### src/common/sfbpt_pkg.sv
// Functional notes
// (RULE1) Erase size field reads 01b, 4 KB.
// (RULE2) Write granularity bit reads 1b, 64 bytes.
// (RULE3) Volatile write-enable bits 3 and 4 read 00b.
// (RULE4) Unused fields and bytes read all ones.
// (RULE5) Address width field reads 00b, 3-byte.
// (RULE6) Double transfer rate bit reads 0b.
// (RULE7) Zero wait states means no dummy clocks.
// (RULE8) Zero mode bits means no mode clocks.
// (RULE9) Quad I/O read: EBh, 4 dummy, 2 mode.
// (RULE10) Quad output read: 6BH, 8 dummy, none.
// (RULE11) Dual output read: 3Bh, 8 dummy, none.
// (RULE12) Dual I/O read: BBh, 0 dummy, 4 mode.
// (RULE13) 2-2-2 and 4-4-4 reads declared unsupported.
// (RULE14) Sector size byte is power-of-two exponent.
// (RULE15) Sector 1: 4 KB, opcode 20H, also 31H.
// (RULE16) Sector 2: 32 KB, opcode 52H.
// (RULE17) Sector 3: 64 KB, opcode D8H.
// (RULE18) Sector 4: 256 bytes, opcode 81H.
// (RULE19) Read: 5Ah, 3 address, 1 dummy, data.
// (RULE20) Basic table starts at address 30H.
// (RULE21) Bytes stream MSB first, address incrementing.
package sfbpt_pkg;

    // Link command framing.
    localparam logic [7:0]  READ_DISCOVERY_TABLE_CMD = 8'h5A;
    localparam logic [7:0]  DUMMY_BYTE               = 8'h00;
    localparam logic [4:0]  CMD_LAST_BIT             = 5'h07;
    localparam logic [4:0]  ADDR_LAST_BIT            = 5'h17;
    localparam logic [4:0]  DUMMY_LAST_BIT           = 5'h07;
    localparam logic [5:0]  HEAD_LAST_BIT            = 6'h27;
    localparam logic [2:0]  BYTE_LAST_BIT            = 3'h7;
    localparam logic [7:0]  UNUSED_BYTE              = 8'hFF;

    // Serial clock half period and its count of system clocks at 40 ns.
    localparam int          CLK_PERIOD_NS            = 40;
    localparam int          SCLK_HALF_NS             = 80;
    localparam logic [3:0]  SCLK_HALF_CYC            = 4'((SCLK_HALF_NS + CLK_PERIOD_NS - 1)
                                                          / CLK_PERIOD_NS);

    // Table placement.
    localparam logic [23:0] TABLE_BASE               = 24'h000030;
    localparam logic [23:0] TABLE_LAST               = 24'h000053;
    localparam logic [23:0] DENSITY_BASE             = 24'h000034;

    // Byte 30H fields and the byte 31H erase opcode.
    localparam logic [1:0]  ERASE_SIZE_4K            = 2'h1;
    localparam logic        WRITE_GRAN_64            = 1'b1;
    localparam logic        VOL_WREN_REQ             = 1'b0;
    localparam logic        VOL_WREN_OPSEL           = 1'b0;
    localparam logic [2:0]  UNUSED3                  = 3'h7;
    localparam logic [7:0]  ERASE_4K_OPCODE          = 8'h20;

    // Byte 32H fields.
    localparam logic        DUAL_OUT_SUPPORT         = 1'b1;
    localparam logic [1:0]  ADDR_BYTES_3ONLY         = 2'h0;
    localparam logic        DTR_SUPPORT              = 1'b0;
    localparam logic        DUAL_IO_SUPPORT          = 1'b1;
    localparam logic        QUAD_IO_SUPPORT          = 1'b1;
    localparam logic        QUAD_OUT_SUPPORT         = 1'b1;
    localparam logic        UNUSED1                  = 1'b1;

    // Fast-read entries: wait states (zero means none) and mode bits (zero means none).
    localparam logic [4:0]  QIO_WAIT                 = 5'h04;
    localparam logic [2:0]  QIO_MODE                 = 3'h2;
    localparam logic [7:0]  QIO_OPCODE               = 8'hEB;
    localparam logic [4:0]  QOUT_WAIT                = 5'h08;
    localparam logic [2:0]  QOUT_MODE                = 3'h0;
    localparam logic [7:0]  QOUT_OPCODE              = 8'h6B;
    localparam logic [4:0]  DOUT_WAIT                = 5'h08;
    localparam logic [2:0]  DOUT_MODE                = 3'h0;
    localparam logic [7:0]  DOUT_OPCODE              = 8'h3B;
    localparam logic [4:0]  DIO_WAIT                 = 5'h00;
    localparam logic [2:0]  DIO_MODE                 = 3'h4;
    localparam logic [7:0]  DIO_OPCODE               = 8'hBB;

    // Unsupported 2-2-2 and 4-4-4 modes.
    localparam logic        QPI_222_SUPPORT          = 1'b0;
    localparam logic        QPI_444_SUPPORT          = 1'b0;
    localparam logic [4:0]  NONE_WAIT                = 5'h00;
    localparam logic [2:0]  NONE_MODE                = 3'h0;
    localparam logic [7:0]  NONE_OPCODE              = 8'hFF;

    // Erase sector types: size exponent and opcode.
    localparam logic [7:0]  SECT1_EXP                = 8'h0C;
    localparam logic [7:0]  SECT1_OPCODE             = 8'h20;
    localparam logic [7:0]  SECT2_EXP                = 8'h0F;
    localparam logic [7:0]  SECT2_OPCODE             = 8'h52;
    localparam logic [7:0]  SECT3_EXP                = 8'h10;
    localparam logic [7:0]  SECT3_OPCODE             = 8'hD8;
    localparam logic [7:0]  SECT4_EXP                = 8'h08;
    localparam logic [7:0]  SECT4_OPCODE             = 8'h81;

endpackage : sfbpt_pkg

### src/common/sfbpt_link_if.sv
`timescale 1ns/1ps
`default_nettype none

// Serial link between the table reader and the flash end.
interface sfbpt_link_if;
    logic cs_n;
    logic sclk;
    logic mosi;
    logic miso_dat;
    logic miso_oe;
    logic miso;

    // Data-out line floats high through a pull-up when the flash end does not drive it.
    assign miso = miso_oe ? miso_dat : 1'b1;

    modport host (
        output cs_n,
        output sclk,
        output mosi,
        input  miso
    );

    modport flash (
        input  cs_n,
        input  sclk,
        input  mosi,
        output miso_dat,
        output miso_oe
    );
endinterface : sfbpt_link_if

`default_nettype wire

### src/design/sfbpt_flash.sv
`timescale 1ns/1ps
`default_nettype none

// Flash end: answers discovery reads with the basic parameter table.
module sfbpt_flash #(
    parameter logic [31:0] DENSITY = 32'hFFFF_FFFF
) (
    // Clock, reset and enable.
    input  wire logic        clk_i,
    input  wire logic        rst_i,
    input  wire logic        ce_i,
    // Serial link.
    sfbpt_link_if.flash      link,
    // Status toward local logic.
    output logic             active_o,
    output logic [23:0]      cur_addr_o
);

    typedef enum {
        SFBPT_CMD,
        SFBPT_ADDR,
        SFBPT_DUMMY,
        SFBPT_DATA,
        SFBPT_IGNORE
    } sfbpt_dev_state_t;

    // Returns the table byte at a discovery address; anything outside reads as unused.
    // Bytes 34H to 37H carry the density word, least significant byte first.
    function automatic logic [7:0] sfbpt_byte(input logic [23:0] a);
        logic [7:0] b;
        b = sfbpt_pkg::UNUSED_BYTE; // RULE4
        if (a >= sfbpt_pkg::TABLE_BASE && a <= sfbpt_pkg::TABLE_LAST) begin // RULE20
            case (a[7:0])
                8'h30: begin
                    b = {sfbpt_pkg::UNUSED3, sfbpt_pkg::VOL_WREN_OPSEL, // RULE4
                         sfbpt_pkg::VOL_WREN_REQ, // RULE3
                         sfbpt_pkg::WRITE_GRAN_64, // RULE2
                         sfbpt_pkg::ERASE_SIZE_4K}; // RULE1
                end
                8'h31: b = sfbpt_pkg::ERASE_4K_OPCODE; // RULE15
                8'h32: begin
                    b = {sfbpt_pkg::UNUSED1, sfbpt_pkg::QUAD_OUT_SUPPORT,
                         sfbpt_pkg::QUAD_IO_SUPPORT, sfbpt_pkg::DUAL_IO_SUPPORT,
                         sfbpt_pkg::DTR_SUPPORT, // RULE6
                         sfbpt_pkg::ADDR_BYTES_3ONLY, // RULE5
                         sfbpt_pkg::DUAL_OUT_SUPPORT};
                end
                8'h34, 8'h35, 8'h36, 8'h37: begin
                    b = 8'(DENSITY >> {a[1:0] - sfbpt_pkg::DENSITY_BASE[1:0], 3'h0});
                end
                8'h38: b = {sfbpt_pkg::QIO_MODE, sfbpt_pkg::QIO_WAIT}; // RULE9
                8'h39: b = sfbpt_pkg::QIO_OPCODE; // RULE9
                8'h3A: b = {sfbpt_pkg::QOUT_MODE, sfbpt_pkg::QOUT_WAIT}; // RULE10
                8'h3B: b = sfbpt_pkg::QOUT_OPCODE; // RULE10
                8'h3C: b = {sfbpt_pkg::DOUT_MODE, sfbpt_pkg::DOUT_WAIT}; // RULE11
                8'h3D: b = sfbpt_pkg::DOUT_OPCODE; // RULE11
                8'h3E: b = {sfbpt_pkg::DIO_MODE, sfbpt_pkg::DIO_WAIT}; // RULE12
                8'h3F: b = sfbpt_pkg::DIO_OPCODE; // RULE12
                8'h40: begin
                    b = {sfbpt_pkg::UNUSED3, sfbpt_pkg::QPI_444_SUPPORT, // RULE13
                         sfbpt_pkg::UNUSED3, sfbpt_pkg::QPI_222_SUPPORT}; // RULE13
                end
                8'h46, 8'h4A: b = {sfbpt_pkg::NONE_MODE, sfbpt_pkg::NONE_WAIT}; // RULE7 RULE8
                8'h47, 8'h4B: b = sfbpt_pkg::NONE_OPCODE; // RULE13
                8'h4C: b = sfbpt_pkg::SECT1_EXP; // RULE14 RULE15
                8'h4D: b = sfbpt_pkg::SECT1_OPCODE; // RULE15
                8'h4E: b = sfbpt_pkg::SECT2_EXP; // RULE16
                8'h4F: b = sfbpt_pkg::SECT2_OPCODE; // RULE16
                8'h50: b = sfbpt_pkg::SECT3_EXP; // RULE17
                8'h51: b = sfbpt_pkg::SECT3_OPCODE; // RULE17
                8'h52: b = sfbpt_pkg::SECT4_EXP; // RULE18
                8'h53: b = sfbpt_pkg::SECT4_OPCODE; // RULE18
                default: b = sfbpt_pkg::UNUSED_BYTE; // RULE4
            endcase
        end
        return b;
    endfunction

    sfbpt_dev_state_t state_reg;
    logic             sclk_prev_reg;
    logic [4:0]       bit_cnt_reg;
    logic [23:0]      shin_reg;
    logic [23:0]      addr_reg;
    logic [2:0]       out_bit_reg;
    logic [6:0]       out_sh_reg;
    logic             miso_reg;
    logic             miso_oe_reg;
    logic             active_reg;

    // Edge decode of the serial clock while selected.
    // The serial clock is a host register on the same system clock, so a one-cycle
    // history is enough; mosi is read one cycle after the host raises the clock.
    wire              selected   = ~link.cs_n;
    wire              sclk_rise  = selected & link.sclk & ~sclk_prev_reg;
    wire              sclk_fall  = selected & ~link.sclk & sclk_prev_reg;
    wire  [23:0]      shin_next  = {shin_reg[22:0], link.mosi};
    wire  [4:0]       bit_cnt_inc = bit_cnt_reg + 5'h01;
    wire              cmd_done   = bit_cnt_reg == sfbpt_pkg::CMD_LAST_BIT;
    wire              addr_done  = bit_cnt_reg == sfbpt_pkg::ADDR_LAST_BIT;
    wire              dummy_done = bit_cnt_reg == sfbpt_pkg::DUMMY_LAST_BIT;
    wire              cmd_match  = shin_next[7:0] == sfbpt_pkg::READ_DISCOVERY_TABLE_CMD;
    wire  [7:0]       table_byte = sfbpt_byte(addr_reg);
    wire              first_bit  = out_bit_reg == 3'h0;

    // Serial clock history.
    // It resets to the idle low level so that no false rise follows reset.
    always_ff @(posedge clk_i) begin
        if (rst_i) begin
            sclk_prev_reg <= 1'b0;
        end else if (ce_i) begin
            sclk_prev_reg <= link.sclk;
        end
    end

    // Command, address and dummy phases sampled on rising serial clock.
    always_ff @(posedge clk_i) begin
        if (rst_i) begin
            state_reg   <= SFBPT_CMD;
            bit_cnt_reg <= 5'h00;
            shin_reg    <= 24'h000000;
            active_reg  <= 1'b0;
        end else if (ce_i) begin
            if (link.cs_n) begin
                state_reg   <= SFBPT_CMD;
                bit_cnt_reg <= 5'h00;
                active_reg  <= 1'b0;
            end else if (sclk_rise) begin
                shin_reg    <= shin_next;
                bit_cnt_reg <= bit_cnt_inc;
                case (state_reg)
                    SFBPT_CMD: begin
                        if (cmd_done) begin
                            bit_cnt_reg <= 5'h00;
                            state_reg   <= cmd_match ? SFBPT_ADDR : SFBPT_IGNORE; // RULE19
                            active_reg  <= cmd_match;
                        end
                    end
                    SFBPT_ADDR: begin
                        if (addr_done) begin
                            bit_cnt_reg <= 5'h00;
                            state_reg   <= SFBPT_DUMMY; // RULE19
                        end
                    end
                    SFBPT_DUMMY: begin
                        if (dummy_done) begin
                            bit_cnt_reg <= 5'h00;
                            state_reg   <= SFBPT_DATA; // RULE19
                        end
                    end
                    SFBPT_DATA, SFBPT_IGNORE: begin
                        bit_cnt_reg <= 5'h00;
                    end
                    default: state_reg <= SFBPT_IGNORE;
                endcase
            end
        end
    end

    // Start address capture and increment after each byte handed out.
    // The address moves on as each byte starts and the closing fall starts one more, so it ends two past the last byte read.
    always_ff @(posedge clk_i) begin
        if (rst_i) begin
            addr_reg <= 24'h000000;
        end else if (ce_i) begin
            if (sclk_rise && state_reg == SFBPT_ADDR && addr_done) begin
                addr_reg <= shin_next;
            end else if (sclk_fall && state_reg == SFBPT_DATA && first_bit) begin
                addr_reg <= addr_reg + 24'h000001; // RULE21
            end
        end
    end

    // Data bits leave on falling serial clock, most significant first.
    // The output enable drops one cycle after deselect; the link's pull-up then reads ones.
    always_ff @(posedge clk_i) begin
        if (rst_i) begin
            out_bit_reg <= 3'h0;
            out_sh_reg  <= 7'h7F;
            miso_reg    <= 1'b1;
            miso_oe_reg <= 1'b0;
        end else if (ce_i) begin
            if (state_reg != SFBPT_DATA || link.cs_n) begin
                out_bit_reg <= 3'h0;
                miso_oe_reg <= 1'b0;
            end else if (sclk_fall) begin
                miso_oe_reg <= 1'b1;
                out_bit_reg <= out_bit_reg + 3'h1;
                if (first_bit) begin
                    miso_reg   <= table_byte[7]; // RULE21
                    out_sh_reg <= table_byte[6:0];
                end else begin
                    miso_reg   <= out_sh_reg[6]; // RULE21
                    out_sh_reg <= {out_sh_reg[5:0], 1'b1};
                end
            end
        end
    end

    // Outputs straight from flip-flops.
    // Status outputs let local logic see an open read and its position.
    assign link.miso_dat = miso_reg;
    assign link.miso_oe  = miso_oe_reg;
    assign active_o      = active_reg;
    assign cur_addr_o    = addr_reg;

endmodule // sfbpt_flash

`default_nettype wire

### src/flat_wrapper.sv
// flat-port wrapper written by rule: the top's interface ports become plain ports
module sfbpt_flash_flat 
#(
    parameter logic [31:0] DENSITY = 32'hFFFF_FFFF
)
  (clk_i, rst_i, ce_i, active_o, cur_addr_o, link_cs_n, link_sclk, link_mosi, link_miso_dat, link_miso_oe);
  sfbpt_link_if link_i ();
  input  wire logic clk_i;
  input  wire logic rst_i;
  input  wire logic ce_i;
  output logic active_o;
  output logic [23:0] cur_addr_o;
  input wire logic [$bits(link_i.cs_n)-1:0] link_cs_n;
  input wire logic [$bits(link_i.sclk)-1:0] link_sclk;
  input wire logic [$bits(link_i.mosi)-1:0] link_mosi;
  output wire logic [$bits(link_i.miso_dat)-1:0] link_miso_dat;
  output wire logic [$bits(link_i.miso_oe)-1:0] link_miso_oe;
  assign link_i.cs_n = link_cs_n;
  assign link_i.sclk = link_sclk;
  assign link_i.mosi = link_mosi;
  assign link_miso_dat = link_i.miso_dat;
  assign link_miso_oe = link_i.miso_oe;
  sfbpt_flash #(.DENSITY(DENSITY)) u_core (.clk_i(clk_i), .rst_i(rst_i), .ce_i(ce_i), .link(link_i), .active_o(active_o), .cur_addr_o(cur_addr_o));
endmodule
### config.mk
export PLATFORM = sky130hd
export DESIGN_NAME = sfbpt_flash_flat
export DESIGN_NICKNAME = d
export VERILOG_FILES = /design/src/common/sfbpt_pkg.sv /design/src/common/sfbpt_link_if.sv /design/src/design/sfbpt_flash.sv /design/src/flat_wrapper.sv
export SDC_FILE = /design/constraint.sdc
export NUM_CORES = 1
export LEC_CHECK = 0
export BUFFER_PORTS_ARGS = -buffer_cell sky130_fd_sc_hd__buf_2
export CAP_MARGIN = 20
export CORE_MARGIN = 2
export CORE_UTILIZATION = 60
export DETAILED_ROUTE_END_ITERATION = 12
export GPL_TIMING_DRIVEN = 0
export PLACE_DENSITY = 0.87
export SYNTH_ARGS = -nofsm -noshare
export SYNTH_HDL_FRONTEND = slang
export SYNTH_SLANG_ARGS = --single-unit
### constraint.sdc
create_clock -name clk_i -period 2.7 [get_ports clk_i]
set_input_delay 0.27 -clock clk_i [delete_from_list [all_inputs] [get_ports clk_i]]
set_output_delay 0.27 -clock clk_i [all_outputs]
set_load 0.01 [all_outputs]
==> metrics.md <==
| Metric | Value |
|---|---|
| Unrepaired setup endpoints after global routing | `false` |
| Startpoint Class | `register` |
| Via count | `4471` |
| Area Overhead vs Synth | `12.2%` |
| Flops & latches, synth | `69` |
| Pleak | `1.65 nW` |
| Worst Hold Depth | `3` |
| Number of global-route vias before repair | `3959` |
| Syn_nets | `562` |
| Finished Layout Cells | `675` |
| Slew at the pin closest to its max-slew limit | `0.663 ns` |
| Die Height | `86.5 um` |
| CTS resizes | `0` |
| First-pass GRT wire length | `19.0 mm` |
| Final period demand of the worst path | `2.35 ns` |
| Largest net degree at the start of global routing | `14` |
| Synth area leader | `dfxtp_1` |
| Synth Area in XOR/XNOR | `0.429%` |
| Worst Hold End | `u_core.sclk_prev_reg` |
| ANT cells | `0` |
| Port Buf Inserts | `30` |
| Post-synth top area share | `33.8%` |
| VDD IR max | `0.474 mV` |
| Worst r2r path cells | `9` |
| Status | `complete, no violations` |
| H-tree Lvls | `3` |
| Clk root buf | `clkbuf_8` |
| Fin. Hold Viols | `0` |
| Post-synthesis cell count | `549` |
| Max reg flops | `24` |
| DRT Wirelength | `12.0 mm` |
| Num ports | `33` |
| Final net count | `603` |
| Maximum fanout along the worst path | `9` |
| Core area | `6680 um2` |
| Clk sinks | `69` |
| Row count | `30` |
| Largest family of logic cells by synthesized area | `simple AND/OR/NAND/NOR gates` |
| Vias per cell | `6.62` |
| Detail Route Antenna Nets | `0` |
| Max-slew headroom | `55.2%` |
| CTS buffer count | `9` |
| Critical Path RT | `2.94 ns` |
| Worst r2r src | `u_core.out_bit_reg[0]` |
| Startpoint of the worst hold path | `link_sclk` |
| GRT Total Usage | `32.2%` |
| Worst R2R Setup Slack | `0.35 ns` |
| Initial DRT Pass Iterations | `6` |
| CTS clk-pin slew, worst paths | `0.08 ns` |
| DP HPWL | `8.47 mm` |
| Wire per inst | `17.8 um` |
| Worst-skew pair later-pin latency | `0.35 ns` |
| Setup violations, final | `0` |
| Max-cap violations | `0` |
| Fin. max-slew vios | `0` |
| CTS Buffer Depth | `2` |
| Fraction of registers with async set/reset | `0%` |
| Final worst-path cycle share | `87.2%` |
| Commonest cells post-synth | `nand2_1, dfxtp_1, a21oi_1` |
| Sequential fraction of the synthesis area | `33.8%` |
| Adder-cell share of the synthesized area | `2.15%` |
| Setup TNS | `0 ns` |
| Most frequent cell after synthesis | `nand2_1` |
| Clock tree from TritonCTS | `yes` |
| Clock skew | `0.0114 ns` |
| Hold crit path type | `in2reg` |
| Post-CTS setup buffers | `0` |
| Hold_ws | `0.210 ns` |
| Pwr Density | `465 nW/um2` |
| Most used flip-flop cell after synthesis | `dfxtp_1` |
| Layout cells sized above 1 | `13.8%` |
| Setup CP Type | `reg2reg` |
| Synth unique cells | `79` |
| Worst r2r dst | `u_core.out_sh_reg[4]` |
| Overflow after GRT | `0` |
| Total die area | `7480 um2` |
| Netlist Area Pre-Place | `4080 um2` |
| Initial Util | `61.1%` |
| DIE WIDTH | `86.5 um` |
| FMAX | `425 MHz` |
| DRC viols | `0` |
| YS warnings | `0` |
| Arrival time worst endpoint | `2.59 ns` |
| Simple-Gate Fraction of Synth Area | `30.5%` |
| Initial antenna violation count | `0` |
| CTS Hold Bufs | `0` |
| Syn_area_per_cell | `7.44 um2` |
| Placed cell count | `659` |
| Mux contribution to synthesized area | `1.04%` |
| Post-synth EDFFs | `0` |
| GPL Wtd Cong | `0.981` |
| Compound-Gate Fraction of Synth Area | `26.3%` |
| Nature of the critical path endpoint | `register` |
| Initial drt markers | `526` |
| Top post-synthesis cells by area | `dfxtp_1, nand2_1, a21oi_1` |
-- worst max path at each step --
stage	start	end	cells past startpoint
global placement	u_core.cur_addr_o[0]	u_core.out_sh_reg[4]	8
detailed placement	u_core.cur_addr_o[0]	u_core.out_sh_reg[2]	8
finish	u_core.out_bit_reg[0]	u_core.out_sh_reg[4]	9
global route	u_core.cur_addr_o[0]	u_core.out_sh_reg[5]	8
floorplan	u_core.cur_addr_o[0]	u_core.out_sh_reg[2]	8
CTS	u_core.cur_addr_o[0]	u_core.out_sh_reg[2]	8
-- routing by layer --
metal	GRT usage, %	up-vias	share of wire (%)
li1	-	2070	-
met5	0	-	0
met2	50.6	282	45
met3	9.52	46	10
met4	12.4	0	3.3
met1	41.9	2073	42
-- cells in the final DEF, fill, tap and decap left out, types with 3 or more instances in the layout --
cell and instances:
a32o_1 3, a211oi_1 8, inv_1 9, o41ai_1 3, nor4bb_1 3, nor3_1 11
and3_1 10, nand2_1 98, nor2_1 50, or3_1 4, nor2b_1 3, o21ai_0 36
nand4_1 9, clkbuf_1 22, a2bb2oi_1 3, ha_1 7, o31ai_1 7, a22oi_1 7
clkbuf_8 9, dfxtp_1 69, nor4_1 6, a21o_1 7, and2_1 6, buf_2 45
a21oi_1 61, nand3_1 18, bufinv_16 3, buf_1 5
-- critical path: stages (launching register included) --
cell      delay [ns]
dfxtp_1         0.32
inv_1           0.09
ha_1            0.14
nor2b_1         0.11
buf_1           0.34
nand2_1         0.13
nor4_2          0.48
nand3_1         0.17
nor4bb_1        0.35
o21ai_1         0.10
-- cell type report --
cell class                      instances  area, um2
Inverter                                9       33.8
Clock inverter                          7        123
Tap cell                               80        100
Sequential cell                        69       1380
Clock buffer                            9        124
Buffer                                 45        203
Multi-Input combinational cell        426       2460
Timing Repair Buffer                   30        150
Fill cell                             566       2100
-- report_power, final --
group	switching, mW	internal [mW]
Clock	0.424	0.618
Combinational	0.0510	0.0160
Sequential	0.00228	1.02
Total	0.477	1.65
-- kinds of logic (layout without fill, tap and decap cells) --
kind of cell	count (synthesis)	count (layout)
compound gates	168	168
xor+xnor	2	2
fa+ha+maj	7	7
buf+inv	54	100
flops	69	69
mux	4	4
simple gates	245	245
-- metrics by stage --
step           area [um2]  total power, mW  worst slack [ns]  util [%]
6_report             4580             2.13             0.346      68.5
5_1_grt              4580             2.17             0.169      68.5
4_1_cts              4580             2.13             0.378      68.5
3_5_place_dp         4330             1.11             0.383      64.9
3_3_place_gp         4330             1.11             0.347      64.9
2_1_floorplan        4080             1.09             0.623         -
(Power assumes the default switching activity.)
